<file path="src/design/dtcp_map.svh">
// register map, field positions, reset values and timing counts of the timer pair
// assumes byte-addressed avalon access, one 32-bit word per register
`ifndef DTCP_MAP_SVH
`define DTCP_MAP_SVH

// --------------------------------------------------------------------------
// register indices (byte address is four times the index)
// --------------------------------------------------------------------------
`define DTCP_IDX_CONTROL 8'h88
`define DTCP_IDX_MODE 8'h89
`define DTCP_IDX_LOW0 8'h8a
`define DTCP_IDX_LOW1 8'h8b
`define DTCP_IDX_HIGH0 8'h8c
`define DTCP_IDX_HIGH1 8'h8d
`define DTCP_IDX_PRESCALE 8'h8e
`define DTCP_IDX_PORT2 8'hb5

// --------------------------------------------------------------------------
// field positions
// --------------------------------------------------------------------------
`define DTCP_CTL_OVF1 7
`define DTCP_CTL_RUN1 6
`define DTCP_CTL_OVF0 5
`define DTCP_CTL_RUN0 4
`define DTCP_MOD_GATE1 7
`define DTCP_MOD_SEL1 6
`define DTCP_MOD_GATE0 3
`define DTCP_MOD_SEL0 2
`define DTCP_CKC_CLK1 4
`define DTCP_CKC_CLK0 3
`define DTCP_P2_OE1 3
`define DTCP_P2_OE0 2

// --------------------------------------------------------------------------
// reset values and timing
// --------------------------------------------------------------------------
`define DTCP_RST_BYTE 8'h00
`define DTCP_PRESCALE_DIV 12

`endif

</file>
<file path="src/design/dtcp_pkg.sv">
// types shared by the timer pair, its pin source model and its checker
// assumes the map header is included wherever offsets are needed
package dtcp_pkg;

  typedef enum logic [1:0] {
    DTCP_MODE13,
    DTCP_MODE16,
    DTCP_RELOAD8,
    DTCP_SPLIT8
  } dtcp_mode_e;

  typedef struct packed {
    logic [1:0] countPin;
    logic [1:0] gatePin;
  } dtcp_pins_in_s;

  typedef struct packed {
    logic [1:0] countOut;
    logic [1:0] countOe_n;
  } dtcp_pins_out_s;

  typedef logic [7:0] dtcp_byte_t;

endpackage

</file>
<file path="src/design/dtcp_pin_sync.sv">
// two-flop synchroniser with falling-edge detector for external pins
// assumes asynchronous pins, one system clock
`timescale 1ns/1ps
module dtcp_pin_sync #(
  parameter int WIDTH = 2
) (
  // clock and reset
  input wire logic clk,
  input wire logic rst_n,
  // pins
  input wire logic [WIDTH-1:0] pinAsync,
  // synchronised view
  output logic [WIDTH-1:0] pinLevel,
  output logic [WIDTH-1:0] pinFall
);

  logic [WIDTH-1:0] meta_ff;
  logic [WIDTH-1:0] sync_ff;
  logic [WIDTH-1:0] prev_ff;

  generate
    if (WIDTH < 1) begin : g_chk
      $error("dtcp_pin_sync needs at least one pin");
    end
  endgenerate

  // RULE_21 - pins synchronised first
  always_ff @(posedge clk or negedge rst_n) begin
    if (!rst_n) begin
      meta_ff <= '0;
      sync_ff <= '0;
      prev_ff <= '0;
    end else begin
      meta_ff <= pinAsync;
      sync_ff <= meta_ff;
      prev_ff <= sync_ff;
    end
  end

  assign pinLevel = sync_ff;
  // RULE_05 - high then low
  assign pinFall = prev_ff & ~sync_ff;

endmodule

</file>
<file path="src/design/dtcp_timer_pair.sv">
// two 16-bit timer/counters with shared mode and control registers
// assumes an avalon-mm master on clk; pins arrive asynchronously
//
// Functional notes
// RULE_01 - each unit: high and low count bytes
// RULE_02 - select bits pick timer or counter
// RULE_03 - timer clock: divided by 12 or direct
// RULE_04 - counter mode counts count-pin falling edges
// RULE_05 - falling edge: high then low sample
// RULE_06 - toggle output inverts on each overflow
// RULE_07 - toggle output starts at logic 1
// RULE_08 - software keeps timer mode when toggling
// RULE_09 - software stops unit before byte access
// RULE_10 - gate bit adds gate pin condition
// RULE_11 - modes: 13-bit, 16-bit, 8-bit reload
// RULE_12 - unit 1 mode 11 holds count
// RULE_13 - unit 0 mode 11 splits bytes
// RULE_14 - run bit clear stops, keeps count
// RULE_15 - overflow flags: hardware set, ack clears
// RULE_16 - control register holds run and flags
// RULE_17 - 13-bit mode rolls at 1FFFH
// RULE_18 - 16-bit mode rolls at FFFFH
// RULE_19 - reload low byte from high byte
// RULE_20 - split high byte borrows unit 1 bits
// RULE_21 - count pins registered before edge detect
`timescale 1ns/1ps
`include "dtcp_map.svh"
module dtcp_timer_pair #(
  parameter int PRESCALE_DIV = `DTCP_PRESCALE_DIV
) (
  // clock and reset
  input wire logic clk,
  input wire logic rst_n,
  // avalon-mm slave
  input wire logic [9:0] address,
  input wire logic read,
  input wire logic write,
  input wire logic [3:0] byteenable,
  input wire logic [31:0] writedata,
  output logic [31:0] readdata,
  output logic waitrequest,
  // interrupt service entry, one pulse per unit
  input wire logic [1:0] isrEnter,
  // overflow flags towards interrupt controller
  output logic [1:0] overflowFlag,
  // pins
  input wire dtcp_pkg::dtcp_pins_in_s pinsIn,
  output dtcp_pkg::dtcp_pins_out_s pinsOut
);
  import dtcp_pkg::*;

  generate
    if (PRESCALE_DIV < 2 || PRESCALE_DIV > 255) begin : g_chk
      $error("PRESCALE_DIV must be 2 to 255");
    end
  endgenerate

  localparam logic [7:0] PRE_LAST = 8'(PRESCALE_DIV - 1);

  // --------------------------------------------------------------------------
  // count step
  // --------------------------------------------------------------------------
  // returns {overflow, high, low}
  function automatic logic [16:0] stepCount(input dtcp_mode_e m, input dtcp_byte_t h,
                                            input dtcp_byte_t l);
    logic [13:0] s13;
    logic [16:0] s16;
    logic [8:0] s8;
    logic [16:0] r;
    s13 = {1'b0, h, l[4:0]} + 14'h0001;
    s16 = {1'b0, h, l} + 17'h0_0001;
    s8 = {1'b0, l} + 9'h001;
    r = {1'b0, h, l};
    unique case (m)
      // RULE_17 - 13-bit rollover
      DTCP_MODE13: r = {s13[13], s13[12:5], l[7:5], s13[4:0]};
      // RULE_18 - 16-bit rollover
      DTCP_MODE16: r = s16;
      // RULE_19 - low byte reload
      DTCP_RELOAD8: r = {s8[8], h, (s8[8] ? h : s8[7:0])};
      DTCP_SPLIT8: r = {1'b0, h, l};
    endcase
    return r;
  endfunction

  function automatic logic [8:0] step8(input dtcp_byte_t v);
    return {1'b0, v} + 9'h001;
  endfunction

  // --------------------------------------------------------------------------
  // pins
  // --------------------------------------------------------------------------
  logic [1:0] countFall;
  logic [1:0] gateLevel;

  dtcp_pin_sync #(.WIDTH(2)) u_count_sync (
    .clk(clk),
    .rst_n(rst_n),
    .pinAsync(pinsIn.countPin),
    .pinLevel(),
    .pinFall(countFall)
  );

  dtcp_pin_sync #(.WIDTH(2)) u_gate_sync (
    .clk(clk),
    .rst_n(rst_n),
    .pinAsync(pinsIn.gatePin),
    .pinLevel(gateLevel),
    .pinFall()
  );

  // --------------------------------------------------------------------------
  // state
  // --------------------------------------------------------------------------
  logic ack_ff, nxt_ack;
  logic [31:0] rdata_ff, nxt_rdata;
  logic [7:0] pre_ff, nxt_pre;
  dtcp_byte_t ctl_ff, nxt_ctl;
  dtcp_byte_t mode_ff, nxt_mode;
  dtcp_byte_t ckc_ff, nxt_ckc;
  dtcp_byte_t p2_ff, nxt_p2;
  dtcp_byte_t low_ff [2];
  dtcp_byte_t nxt_low [2];
  dtcp_byte_t high_ff [2];
  dtcp_byte_t nxt_high [2];
  logic [1:0] tog_ff, nxt_tog;

  // --------------------------------------------------------------------------
  // bus decode
  // --------------------------------------------------------------------------
  logic req;
  logic wrTake;
  logic [7:0] idx;
  dtcp_byte_t wByte;
  logic [31:0] rdMux;

  assign req = read | write;
  assign idx = address[9:2];
  assign wByte = writedata[7:0];
  // one wait state; write lands at the edge waitrequest is low
  assign wrTake = write & ack_ff & byteenable[0];
  assign waitrequest = req & ~ack_ff;
  assign readdata = rdata_ff;

  always_comb begin
    rdMux = 32'h0000_0000;
    unique case (idx)
      `DTCP_IDX_CONTROL: rdMux[7:0] = {ctl_ff[7:4], 4'h0};
      `DTCP_IDX_MODE: rdMux[7:0] = mode_ff;
      `DTCP_IDX_LOW0: rdMux[7:0] = low_ff[0];
      `DTCP_IDX_LOW1: rdMux[7:0] = low_ff[1];
      `DTCP_IDX_HIGH0: rdMux[7:0] = high_ff[0];
      `DTCP_IDX_HIGH1: rdMux[7:0] = high_ff[1];
      `DTCP_IDX_PRESCALE: rdMux[7:0] = ckc_ff & 8'h18;
      `DTCP_IDX_PORT2: rdMux[7:0] = p2_ff & 8'h0c;
      default: rdMux = 32'h0000_0000;
    endcase
  end

  always_comb begin
    nxt_ack = req & ~ack_ff;
    nxt_rdata = rdata_ff;
    if (read && !ack_ff) begin
      nxt_rdata = rdMux;
    end
  end

  always_ff @(posedge clk or negedge rst_n) begin
    if (!rst_n) begin
      ack_ff <= 1'b0;
      rdata_ff <= 32'h0000_0000;
    end else begin
      ack_ff <= nxt_ack;
      rdata_ff <= nxt_rdata;
    end
  end

  // --------------------------------------------------------------------------
  // prescaler
  // --------------------------------------------------------------------------
  logic tickDiv;

  assign tickDiv = (pre_ff == PRE_LAST);

  always_comb begin
    nxt_pre = tickDiv ? 8'h00 : pre_ff + 8'h01;
  end

  always_ff @(posedge clk or negedge rst_n) begin
    if (!rst_n) begin
      pre_ff <= 8'h00;
    end else begin
      pre_ff <= nxt_pre;
    end
  end

  // --------------------------------------------------------------------------
  // count enables
  // --------------------------------------------------------------------------
  dtcp_mode_e mode0, mode1;
  logic split;
  logic [1:0] gateBit, selBit, clkBit, runBit, srcTick, enable;
  logic timerTick0;

  assign mode0 = dtcp_mode_e'(mode_ff[1:0]);
  assign mode1 = dtcp_mode_e'(mode_ff[5:4]);
  assign split = (mode0 == DTCP_SPLIT8);
  assign gateBit = {mode_ff[`DTCP_MOD_GATE1], mode_ff[`DTCP_MOD_GATE0]};
  assign selBit = {mode_ff[`DTCP_MOD_SEL1], mode_ff[`DTCP_MOD_SEL0]};
  assign clkBit = {ckc_ff[`DTCP_CKC_CLK1], ckc_ff[`DTCP_CKC_CLK0]};
  // RULE_20 - unit 1 runs free of its run bit in split
  assign runBit = {ctl_ff[`DTCP_CTL_RUN1] | split, ctl_ff[`DTCP_CTL_RUN0]};
  // RULE_03 - divided or direct clock
  assign timerTick0 = clkBit[0] | tickDiv;

  always_comb begin
    for (int u = 0; u < 2; u++) begin
      // RULE_02 - timer or counter source
      // RULE_04 - pin falling edge in counter mode
      srcTick[u] = selBit[u] ? countFall[u] : (clkBit[u] | tickDiv);
      // RULE_10 - gate condition
      // RULE_14 - run bit enables counting
      enable[u] = runBit[u] & (~gateBit[u] | gateLevel[u]) & srcTick[u];
    end
  end

  // --------------------------------------------------------------------------
  // counters, flags, toggle outputs
  // --------------------------------------------------------------------------
  logic [16:0] step0, step1;
  logic [8:0] splitLow, splitHigh;
  logic [1:0] ovf, setFlag;

  always_comb begin
    step0 = stepCount(mode0, high_ff[0], low_ff[0]);
    step1 = stepCount(mode1, high_ff[1], low_ff[1]);
    splitLow = step8(low_ff[0]);
    splitHigh = step8(high_ff[0]);
    nxt_low = low_ff;
    nxt_high = high_ff;
    ovf = 2'b00;
    setFlag = 2'b00;
    // RULE_13 - split bytes of unit 0
    if (split) begin
      if (enable[0]) begin
        nxt_low[0] = splitLow[7:0];
        ovf[0] = splitLow[8];
      end
      // RULE_20 - high byte uses unit 1 run bit and flag
      if (ctl_ff[`DTCP_CTL_RUN1] && timerTick0) begin
        nxt_high[0] = splitHigh[7:0];
        setFlag[1] = splitHigh[8];
      end
      setFlag[0] = ovf[0];
    end else if (enable[0]) begin
      // RULE_11 - mode selects width
      {ovf[0], nxt_high[0], nxt_low[0]} = step0;
      setFlag[0] = ovf[0];
    end
    // RULE_12 - mode 11 holds unit 1
    if (enable[1] && mode1 != DTCP_SPLIT8) begin
      {ovf[1], nxt_high[1], nxt_low[1]} = step1;
      if (!split) begin
        setFlag[1] = ovf[1];
      end
    end
    // RULE_01 - bytes written separately
    // RULE_09 - write over a running count wins
    if (wrTake) begin
      unique case (idx)
        `DTCP_IDX_LOW0: nxt_low[0] = wByte;
        `DTCP_IDX_LOW1: nxt_low[1] = wByte;
        `DTCP_IDX_HIGH0: nxt_high[0] = wByte;
        `DTCP_IDX_HIGH1: nxt_high[1] = wByte;
        default: ;
      endcase
    end
  end

  always_comb begin
    nxt_ctl = ctl_ff;
    nxt_mode = mode_ff;
    nxt_ckc = ckc_ff;
    nxt_p2 = p2_ff;
    // RULE_15 - isr entry clears flag
    if (isrEnter[1]) begin
      nxt_ctl[`DTCP_CTL_OVF1] = 1'b0;
    end
    if (isrEnter[0]) begin
      nxt_ctl[`DTCP_CTL_OVF0] = 1'b0;
    end
    // RULE_16 - run bits and flags writable
    if (wrTake) begin
      unique case (idx)
        `DTCP_IDX_CONTROL: nxt_ctl = {wByte[7:4], 4'h0};
        `DTCP_IDX_MODE: nxt_mode = wByte;
        `DTCP_IDX_PRESCALE: nxt_ckc = wByte & 8'h18;
        `DTCP_IDX_PORT2: nxt_p2 = wByte & 8'h0c;
        default: ;
      endcase
    end
    // RULE_15 - hardware set wins over clear
    if (setFlag[1]) begin
      nxt_ctl[`DTCP_CTL_OVF1] = 1'b1;
    end
    if (setFlag[0]) begin
      nxt_ctl[`DTCP_CTL_OVF0] = 1'b1;
    end
  end

  logic [1:0] oeBit, oeNext;

  assign oeBit = {p2_ff[`DTCP_P2_OE1], p2_ff[`DTCP_P2_OE0]};
  // next enable, so a disabled pin shows 1 from the very edge it is released
  assign oeNext = {nxt_p2[`DTCP_P2_OE1], nxt_p2[`DTCP_P2_OE0]};

  always_comb begin
    for (int u = 0; u < 2; u++) begin
      nxt_tog[u] = tog_ff[u];
      if (!oeNext[u]) begin
        // RULE_07 - idle at 1 so turn-on shows 1
        nxt_tog[u] = 1'b1;
      end else if (ovf[u]) begin
        // RULE_06 - invert per overflow
        nxt_tog[u] = ~tog_ff[u];
      end
    end
  end

  always_ff @(posedge clk or negedge rst_n) begin
    if (!rst_n) begin
      ctl_ff <= `DTCP_RST_BYTE;
      mode_ff <= `DTCP_RST_BYTE;
      ckc_ff <= `DTCP_RST_BYTE;
      p2_ff <= `DTCP_RST_BYTE;
      low_ff <= '{`DTCP_RST_BYTE, `DTCP_RST_BYTE};
      high_ff <= '{`DTCP_RST_BYTE, `DTCP_RST_BYTE};
      tog_ff <= 2'b11;
    end else begin
      ctl_ff <= nxt_ctl;
      mode_ff <= nxt_mode;
      ckc_ff <= nxt_ckc;
      p2_ff <= nxt_p2;
      low_ff <= nxt_low;
      high_ff <= nxt_high;
      tog_ff <= nxt_tog;
    end
  end

  // --------------------------------------------------------------------------
  // outputs
  // --------------------------------------------------------------------------
  assign overflowFlag = {ctl_ff[`DTCP_CTL_OVF1], ctl_ff[`DTCP_CTL_OVF0]};
  // pin driven only with toggle output on; enable is active low
  assign pinsOut.countOut = tog_ff;
  assign pinsOut.countOe_n = ~oeBit;

endmodule

</file>
<file path="config.mk">
export PLATFORM = sky130hd
export DESIGN_NAME = dtcp_timer_pair
export DESIGN_NICKNAME = d
export VERILOG_FILES = /design/src/design/dtcp_pkg.sv /design/src/design/dtcp_pin_sync.sv /design/src/design/dtcp_timer_pair.sv
export VERILOG_INCLUDE_DIRS = /design/src /design/src/design
export SDC_FILE = /design/constraint.sdc
export NUM_CORES = 1
export LEC_CHECK = 0
export ABC_AREA = 0
export BUFFER_PORTS_ARGS = -buffer_cell sky130_fd_sc_hd__buf_2
export CAP_MARGIN = 5
export CORE_MARGIN = 2
export CORE_UTILIZATION = 37
export CTS_CLUSTER_DIAMETER = 50
export CTS_CLUSTER_SIZE = 10
export DETAILED_ROUTE_END_ITERATION = 8
export PLACE_DENSITY_LB_ADDON = 0.2
export RECOVER_POWER = 50
export SYNTH_ARGS = -nofsm -noshare
export SYNTH_HDL_FRONTEND = slang
export SYNTH_SLANG_ARGS = --single-unit
</file>
<file path="constraint.sdc">
create_clock -name clk -period 6.9 [get_ports clk]
set_input_delay 1.38 -clock clk [delete_from_list [all_inputs] [get_ports clk]]
set_output_delay 1.38 -clock clk [all_outputs]
set_load 0.01 [all_outputs]
</file>
**Word level (Yosys, flattened, before mapping)**

Index checks and enable logic that the tools add are counted.

- Register bits after elaboration: 77
- Latch bits: 0
- Memory bits (writable): 0
- Bits in read-only memories: 0
- Input port bits: 56
- Output and inout port bits: 39
- Logic and storage cells: 117
- Memories: 0

- $add $sub $neg: 8
- Multiply operators: 0
- Div/mod/pow operators: 0
- Order comparisons: 0
- Equal/unequal tests: 18
- Shift operators: 0
- Mux-type cells: 42
- Bitwise logic cells: 21
- Reductions and logical operators: 9

Operators with widths:

| operator | number |
|---|---|
| 2-to-1 mux 8 bit | 17 |
| one-hot mux 17 bit (4 select lines) | 1 |
| equality test 8 bit, second input constant | 8 |
| one-hot mux 8 bit (8 select lines) | 1 |
| one-hot mux 17 bit (3 select lines) | 1 |
| adder 16 x 1 -> 17 bit, second input constant | 2 |
| 2-to-1 mux 16 bit | 2 |
| adder 13 x 1 -> 14 bit, second input constant | 2 |
| adder 8 x 1 -> 9 bit, second input constant | 3 |
| 2-to-1 mux 1 bit | 18 |
| adder 8 x 1 -> 8 bit, second input constant | 1 |
| equality test 2 bit, second input constant | 4 |
| equality test 8 x 4 -> 1 bit, second input constant | 1 |
| 2-to-1 mux 4 bit | 2 |
| bitwise AND 1 bit | 7 |
| bitwise OR 1 bit | 6 |
| AND reduction 2 bit | 3 |
| inverter 1 bit | 5 |
| equality test 2 x 1 -> 1 bit, second input constant | 2 |
| logical NOT 2 bit | 2 |
| inequality test 2 x 1 -> 1 bit, second input constant | 2 |
| inverter 2 bit | 2 |
| logical AND 1 bit | 3 |
| bitwise AND 2 bit | 1 |
| other kinds (2) | 2 |

**Longest topological paths before layout**

Gate-level depths: netlist of run 1.

- Word-level depth: 8
- Depth in mapped cells: 8
- Mapped depth without buffers: 7

**Cells and area by module**

From an unflattened synthesis of run 1, not the netlist that was laid out.

- Cells, all modules: 614
- Area total of the unflattened synthesis: 5380.2 µm²

By module, submodules not included:

| module | times used | cells each | area an instance (µm²) | seq. area each (µm²) |
|---|---|---|---|---|
| dtcp_timer_pair | 1 | 598 | 5024.8 | 1679.1 |
| dtcp_pin_sync | 2 | 8 | 177.7 | 150.1 |

**Least setup slack after synthesis of run 1**

OpenSTA, ideal clock, no wires.

- Path kind: input -> register
- Start: input port address[2]
- End: register high_ff[4] in the netlist's numbering
- Setup time: 0.137 ns
- Arrival time: 2.914 ns
- Data required time: 6.763 ns
- Setup slack: 3.849 ns
- Stages: 7
- Buffers on the path: 4
- Cell sequence: clkbuf_1 > buf_2 > buf_1 > nand3_1 > clkbuf_1 > nor2_1 > a21oi_1

RTL lines:

| element | line | RTL |
|---|---|---|
| start, declared | dtcp_timer_pair.sv:35 | `input wire logic [9:0] address,` |
| end signal, assigned | dtcp_timer_pair.sv:337 | `` high_ff <= '{`DTCP_RST_BYTE, `DTCP_RST_BYTE}; `` |
| end signal, assigned | dtcp_timer_pair.sv:345 | `high_ff <= nxt_high;` |
| end, declared | dtcp_timer_pair.sv:124 | `dtcp_byte_t high_ff [2];` |

==> results of run 1 <==
## worst paths after layout
check | from | end | slack, ns | depth (start not counted)
setup / recovery | address[8] | low_ff[6] | 3.66 | 6
hold / removal | u_gate_sync.meta_ff[0] | u_gate_sync.pinLevel[0] | 0.35 | 0
setup reg to reg | pre_ff[4] | high_ff[11] | 3.91 | 5
hold reg to reg | u_gate_sync.meta_ff[0] | u_gate_sync.pinLevel[0] | 0.35 | 0
max in group asynchronous | rst_n | low_ff[13] | 5.04 | 1
min in group asynchronous | rst_n | high_ff[12] | 1.18 | 1
## registers in the layout, summed over array words and instances (netlist names)
register	count
u_gate_sync.pinLevel	2
u_count_sync.meta_ff	2
ctl_ff	4
u_count_sync.prev_ff	2
mode_ff	8
low_ff	16
high_ff	16
u_gate_sync.meta_ff	2
pre_ff	8
tog_ff	2
u_count_sync.pinLevel	2
p2_ff	2
ack_ff	1
ckc_ff	2
readdata	8
## worst reg2reg max path: cells and delay by family (launching register included)
family	cells	cell delay, ns
flip-flops	1	0.41
AO/OA/AOI/OAI	3	0.94
AND/OR/NAND/NOR	2	1.52
## synth_stat cells (9+ instances only)
| cell type | instances | area share |
|---|---|---|
| a22o_1 | 9 | 0.014 |
| mux2i_1 | 15 | 0.027 |
| nor2b_1 | 10 | 0.011 |
| nand2_1 | 61 | 0.041 |
| inv_1 | 18 | 0.012 |
| nor3_1 | 17 | 0.015 |
| buf_4 | 26 | 0.035 |
| dfrtp_1 | 75 | 0.33 |
| o21ai_0 | 34 | 0.030 |
| clkbuf_1 | 36 | 0.024 |
| o31ai_1 | 10 | 0.013 |
| nor4_1 | 11 | 0.012 |
| o211ai_1 | 10 | 0.013 |
| nand3_1 | 33 | 0.029 |
| nand2b_1 | 11 | 0.012 |
| nand4_1 | 15 | 0.017 |
| a21oi_1 | 38 | 0.034 |
| nor2_1 | 47 | 0.031 |
| mux2_2 | 10 | 0.020 |
| a31oi_1 | 13 | 0.014 |
| xnor2_1 | 11 | 0.017 |
| and3_1 | 9 | 0.010 |
## through the flow
stage               hold slack, ns  total power, W    util
floorplan                   0.3312       0.0007017       -
global placement            0.3331       0.0007673  0.3872
detailed placement          0.3355       0.0007687  0.3872
CTS                         0.3502        0.001264  0.4071
global route                0.3531        0.001320  0.4070
finish                      0.3485        0.001260  0.4070
## per-layer routing
| layer | vias to the layer above | global-route usage | wire length [um] |
|---|---|---|---|
| met5 | - | 0 | 0 |
| met4 | 0 | 0.1002 | 694 |
| met3 | 52 | 0.03601 | 1459 |
| met2 | 276 | 0.3624 | 8320 |
| met1 | 2643 | 0.3290 | 8552 |
| li1 | 2466 | - | - |
## report_power, final
group | leakage (nW) | switching (W) | internal [W]
clock | 0.136 | 0.000209 | 0.000283
sequential | 0.917 | 0.0000738 | 0.000484
combinational | 1.38 | 0.000125 | 0.0000846
## layout make-up
cell class / count / area share
well taps: 188 / 0.03845
flip-flops and latches: 77 / 0.3153
multi-input cells: 524 / 0.5476
clock buffers: 10 / 0.03742
clock inverters: 6 / 0.01145
repair buffers: 45 / 0.03865
inverters: 18 / 0.01104
## cell families (layout without fill, tap and decap cells)
logic type,after synthesis,in the layout,synth area share
AND/OR/NAND/NOR,258,258,0.2374
AO/OA/AOI/OAI,188,188,0.2343
buffers and inverters,90,79,0.07980
flip-flops,77,77,0.3418
multiplexers,29,29,0.06251
XOR/XNOR,18,18,0.02793
adder cells (fa/ha/maj),7,7,0.01552
other,1,24,0.0006644
==> metrics.md, run 1 <==
| Metric | Value |
|---|---|
| Power per cell area | 205.9 mW/mm^2 |
| Final weighted congestion of routability-driven global placement | between 0.9 and 1 |
| Crit path arrival time | 3.50 ns |
| Final setup violation count | 0 |
| Buf/Inv on CP | 1 |
| Count of placed standard cells in the final layout, fillers left out | slightly below 900 |
| Leakage power | 2.433 nW |
| Crit Path Max Fanout | 9 |
| Number of placement rows | 45 |
| Number of violations of the max-capacitance limit | 0 |
| Sequential cell area fraction in the yosys report | 0.3418 |
| Setup Slack @ Placement | between 3 and 4 ns |
| Filler cell count | 1543 |
| Area of all placed cells without fillers | 0.006118 mm^2 |
| Critical-path cell list | buf_2 > nand4bb_1 > or3_1 > nor3_1 > a2111oi_0 > nor3_1 |
| Clock sinks | 77 |
| CTS clock-pin slew for the worst setup and hold paths | 0.07 ns |
| Class of the most critical setup path | in -> reg |
| Accumulated negative setup slack | 0 ns |
| Post-DP HPWL | between 10 and 15 mm |
| Ys async rst share | 1.000 |
| CP delay by family, top | simple AND/OR/NAND/NOR gates |
| Total Routing Usage GR | 0.2353 |
| Period minus WS final | 3.244 ns |
| First-pass GRT wire length | 29.35 mm |
| Area growth syn-to-layout | 8.402% |
| Post-Synthesis Cells | 668 |
| Slew @ Worst Pin | approximately 1.1 ns |
| DP Area | 0.005821 mm^2 |
| Floorplan die width | 127.5 um |
| Most frequent cell on the critical path | nor3_1 |
| Yosys synthesis warning count | 0 |
| Element type at the critical path start | primary input |
| Total setup buffers inserted after CTS | 0 |
| Starting DRT DRC Count | a little over 600 |
| Worst rel slew slack | 0.2638 |
| Cell total after placement | 852 |
| CTS tree | yes |
| Later-pin clock latency in the skew report | 0.35 ns |
| Final slew viol count | 0 |
| Seq. cell area | about 0.0019 mm^2 |
| Initial Util | 0.3754 |
| Htree depth | 3 |
| Peak per-stage delay on the critical path | 0.89 ns |
| Area of the placeable core | 0.01503 mm^2 |
| Post-synth EDFFs | 0 |
| Setup repair after global routing missed its margin | no |
| Run status | finished, final reports clean |
| Setup skew after layout | roughly 0.009 ns |
| Drt drc | 0 |
| Cell with the largest stage delay on the worst path | nor3_1 |
| Final Net Count | about 740 |
| Final clock period utilization by the worst path | 0.4701 |
| Number of register bits inferred by synthesis | 77 |
| Number of nets with antenna violations after detailed routing | 0 |
| Top flip-flop cell by instance count after synthesis | dfrtp_1 |
| IO Port Bufs | 41 |
| Top Ports | 95 |
| Quantity of gates resized following cts | 0 |
| Die H | 127.5 um |
| CTS buffer count | 9 |
| Highest attainable clock frequency | around 300 MHz |
| Count of cell types in the netlist | 76 |
| Number of global-route vias before repair | 5181 |
| Diodes inserted | 0 |
| Clk Tree Root Cell | clkbuf_16 |
| Die footprint | 0.01626 mm^2 |
| Most common cell after layout, fill and taps aside | dfrtp_1 |
| Final setup slack of the worst path | 3.656 ns |
| Number of search-and-repair iterations in the first detailed-routing pass | 5 |
| Commonest non-fill, non-tap cells in the layout | dfrtp_1, nand2_1, nor2_1 |
| Worst hold-check path type | reg -> reg |
| Via count | between 5000 and 6000 |
| Mean post-synth cell area | about 8.4 um^2 |
| Endpoint kind of the worst setup timing path | flip-flop |
| Fraction of final layout cells with drive strength greater than 1 | 0.1309 |
| Synthesized area | 0.005644 mm^2 |
| Wire length per cell | 21.92 um |
| Pin count of the biggest net entering global routing | 78 |
| Multi-input gate area | 0.003351 mm^2 |
| Final hold violation count | 0 |
| Per-cell via count in the routed design | 6.264 |
| Antenna violations before repair | 0 |
| Total congestion overflow | 0 |
| Required time of the critical path | approximately 7.2 ns |
| Clock Path Buffers | 2 |
| Peak supply drop | between 0.1 and 0.15 mV |
| Routed wire length | 19.03 mm |
| Number of hold-repair buffers added at the cts stage | 0 |
Note: power is estimated with default switching activity, not from simulation.
==> run 2, diff against run 1 <==
==> constraint.sdc (replaced) <==
create_clock -name clk -period 3.2 [get_ports clk]
set_input_delay 0.64 -clock clk [delete_from_list [all_inputs] [get_ports clk]]
set_output_delay 0.64 -clock clk [all_outputs]
set_load 0.01 [all_outputs]
==> run 2 against run 1 <==
- the run now ends with max-capacitance violations, max-slew violations left
- critical path depth unchanged
- non-clock buffer count increased by 15
- cell count increased by 1.7%
- sequential power increased by 120%
==> metrics.md, run 2 (synthesis gave the netlist of run 1 again) <==
| Metric | Value |
|---|---|
| Run status | finished with violations (was finished, final reports clean) |
| Violated checks | max-capacitance violations, max-slew violations |
| First-pass GRT wire length | 30.26 mm (was 29.35 mm) |
| CTS clock-pin slew for the worst setup and hold paths | 0.06 ns (was 0.07 ns) |
| Capture point of the critical path | high_ff[10] (was low_ff[6]) |
| Slew @ Worst Pin | 2.002 ns (was 1.100 ns) |
| Clock Path Buffers | 2 (unchanged) |
| Number of hold-repair buffers added at the cts stage | 0 (unchanged) |
| Starting DRT DRC Count | 601 (was 607) |
| Setup repair after global routing missed its margin | no (unchanged) |
| Class of the most critical setup path | reg -> reg (was in -> reg) |
| Commonest non-fill, non-tap cells in the layout | dfrtp_1, nand2_1, nor2_1 (unchanged) |
| Quantity of gates resized following cts | 0 (unchanged) |
| Levels on crit path | 6 (unchanged) |
| Sw Pwr | 0.0008934 W (was 0.0004080 W) |
| Endpoint kind of the worst setup timing path | flip-flop (unchanged) |
| Seq. cell area | 0.001929 mm^2 (unchanged) |
| Crit path arrival time | 2.83 ns (was 3.50 ns) |
| Combinational power share | 0.163 (was 0.166) |
| Diodes inserted | 0 (unchanged) |
| Switching fraction of total power | 0.3064 (was 0.3239) |
| Worst rel slew slack | -0.3346 (was 0.2638) |
| Critical path launch point | mode_ff[0] (was address[8]) |
| Peak per-stage delay on the critical path | 0.64 ns (was 0.89 ns) |
| R2R Path Start | mode_ff[0] (was pre_ff[4]) |
| Cell total after placement | 867 (was 852) |
| Post-route total power | 0.002916 W (was 0.001260 W) |
| CP delay by family, top | compound AO/OA/AOI/OAI gates (was simple AND/OR/NAND/NOR gates) |
| Final clock period utilization by the worst path | 0.8121 |
| Clk Tree Root Cell | clkbuf_16 (unchanged) |
| Multi-input gate area | 0.003351 mm^2 (unchanged) |
| Final hold violation count | 0 (unchanged) |
| Drt drc | 0 (unchanged) |
| Via count | 5470 (was 5437) |
| Number of nets with antenna violations after detailed routing | 0 (unchanged) |
| Clock sinks | 77 (unchanged) |
| CTS buffer count | 9 (unchanged) |
| Cell-internal power | 0.002023 W (was 0.0008516 W) |
| IO Port Bufs | 41 (unchanged) |
| Period minus WS final | 2.599 ns |
| Required time of the critical path | 3.44 ns (was 7.16 ns) |
| Fraction of final layout cells with drive strength greater than 1 | 0.1511 (was 0.1309) |
| Htree depth | 3 (unchanged) |
| CTS tree | yes (unchanged) |
| Most common cell after layout, fill and taps aside | dfrtp_1 (unchanged) |
| Top Ports | 95 (unchanged) |
| Final setup violation count | 0 (unchanged) |
| Wire length per cell | 21.74 um (was 21.92 um) |
| Setup skew after layout | 0.007354 ns (was 0.009072 ns) |
| Worst hold-check path type | reg -> reg (unchanged) |
| Number of violations of the max-capacitance limit | 1 (was 0) |
| Element type at the critical path start | flip-flop (was primary input) |
| Pin count of the biggest net entering global routing | 78 (unchanged) |
| Crit Path Max Fanout | 12 (was 9) |
| Die footprint | 0.01626 mm^2 (unchanged) |
| Accumulated negative setup slack | 0 ns (unchanged) |
| R2r endpoint | high_ff[10] (was high_ff[11]) |
| Number of search-and-repair iterations in the first detailed-routing pass | 5 (unchanged) |
| Filler cell count | 1531 (was 1543) |
| Part of the total power dissipated in sequential elements | 0.410 (was 0.443) |
| Reg2reg setup slack | 0.60 ns (was 3.91 ns) |
| Later-pin clock latency in the skew report | 0.35 ns (about the same) |
| Final slew viol count | 78 (was 0) |
| Final setup slack of the worst path | 0.6013 ns (was 3.656 ns) |
| Number of cells on the worst reg-to-reg path | 6 (was 5) |
| Setup Slack @ Placement | 0.6309 ns (was 3.283 ns) |
| Post-layout util | 0.4181 (was 0.4070) |
| Per-cell via count in the routed design | 6.195 (was 6.264) |
| Floorplan die width | 127.5 um (unchanged) |
| Antenna violations before repair | 0 (unchanged) |
| Leakage power | 2.542 nW (was 2.433 nW) |
| Total Routing Usage GR | 0.2414 (was 0.2353) |
| Cell with the largest stage delay on the worst path | or4_1 (was nor3_1) |
| Proportion of power drawn by the clock network | 0.427 (was 0.391) |
| Number of placement rows | 45 (unchanged) |
| Number of global-route vias before repair | 5175 (was 5181) |
| Area of the placeable core | 0.01503 mm^2 (unchanged) |
| Final weighted congestion of routability-driven global placement | 0.9309 (was 0.9413) |
| Critical-path cell list | inv_1 > ha_1 > or4_1 > a2111oi_0 > o21bai_1 > a32o_1 (was buf_2 > nand4bb_1 > or3_1 > nor3_1 > a2111oi_0 > nor3_1) |
| Leading registers by flop count | high_ff x16, low_ff x16 (unchanged) |
| Initial Util | 0.3754 (unchanged) |
| Power per cell area | 464.0 mW/mm^2 (was 205.9 mW/mm^2) |
| Buf/Inv on CP | 1 (unchanged) |
| Total congestion overflow | 0 (unchanged) |
| Final Net Count | 753 (was 738) |
| Area growth syn-to-layout | 11.35% (was 8.402%) |
| Peak supply drop | 0.3037 mV (was 0.1288 mV) |
| Count of placed standard cells in the final layout, fillers left out | 883 (was 868) |
| Routed wire length | 19.19 mm (was 19.03 mm) |
| Post-DP HPWL | 13.61 mm (was 13.40 mm) |
| Highest attainable clock frequency | between 300 and 400 MHz |
| Die H | 127.5 um (unchanged) |
| Total setup buffers inserted after CTS | 0 (unchanged) |
==> run 2: cell count changes in the layout (fill, tap and decap cells not counted), sizes merged <==
cell	previous run	this run
clkinv	0	1
clkinvlp	3	0
clkbuf	11	12
bufinv	1	3
buf	44	58
==> run 2: worst min-delay path by stage <==
stage	from	endpoint	slack (ns)	cells after the start
floorplan	u_count_sync.meta_ff[0]	u_count_sync.pinLevel[0]	0.33	0
global placement	u_count_sync.meta_ff[0]	u_count_sync.pinLevel[0]	0.33	0
detailed placement	u_gate_sync.meta_ff[0]	u_gate_sync.pinLevel[0]	0.34	0
CTS	u_gate_sync.meta_ff[0]	u_gate_sync.pinLevel[0]	0.35	0
global route	u_count_sync.meta_ff[0]	u_count_sync.pinLevel[0]	0.36	0
finish	u_count_sync.meta_ff[0]	u_count_sync.pinLevel[0]	0.35	0
==> run 2: power groups by stage <==
stage               registers (W)  logic [W]  clock network (W)
global placement          0.00121   0.000459                  0
floorplan                 0.00111   0.000406                  0
detailed placement        0.00121   0.000465                  0
global route              0.00121   0.000528            0.00131
CTS                       0.00119   0.000468            0.00127
finish                    0.00120   0.000475            0.00125
==> run 2: worst register-to-register path, delay by kind of cell (launching register included) <==
| family | cells | cell delay (ns) |
|---|---|---|
| AOI/OAI and AO/OA | 3 | 0.86 |
| adders and majority gates | 1 | 0.48 |
| buffers and inverters | 1 | 0.08 |
| DFF | 1 | 0.42 |
| and+or+nand+nor | 1 | 0.64 |
==> run 2: final cells by class <==
class | instances | share of cell area
multi-input cells | 524 | 0.5331
clock buffers | 10 | 0.03803
well taps | 188 | 0.03743
inverters | 18 | 0.01075
clock inverters | 6 | 0.01851
repair buffers | 60 | 0.05515
flip-flops and latches | 77 | 0.3070
==> run 2: stage by stage <==
step	hold slack (ns)	area, um^2
floorplan	0.3312	5731
global placement	0.3331	5933
detailed placement	0.3385	5933
CTS	0.3524	6289
global route	0.3552	6285
finish	0.3499	6285
==> run 2: layer usage <==
layer / up-vias / routed length, um / GRT usage
met2: 250 / 8549 / 0.3583
li1: 2503 / - / -
met5: - / 0 / 0
met1: 2670 / 8692 / 0.3481
met3: 47 / 1246 / 0.03434
met4: 0 / 705 / 0.1092
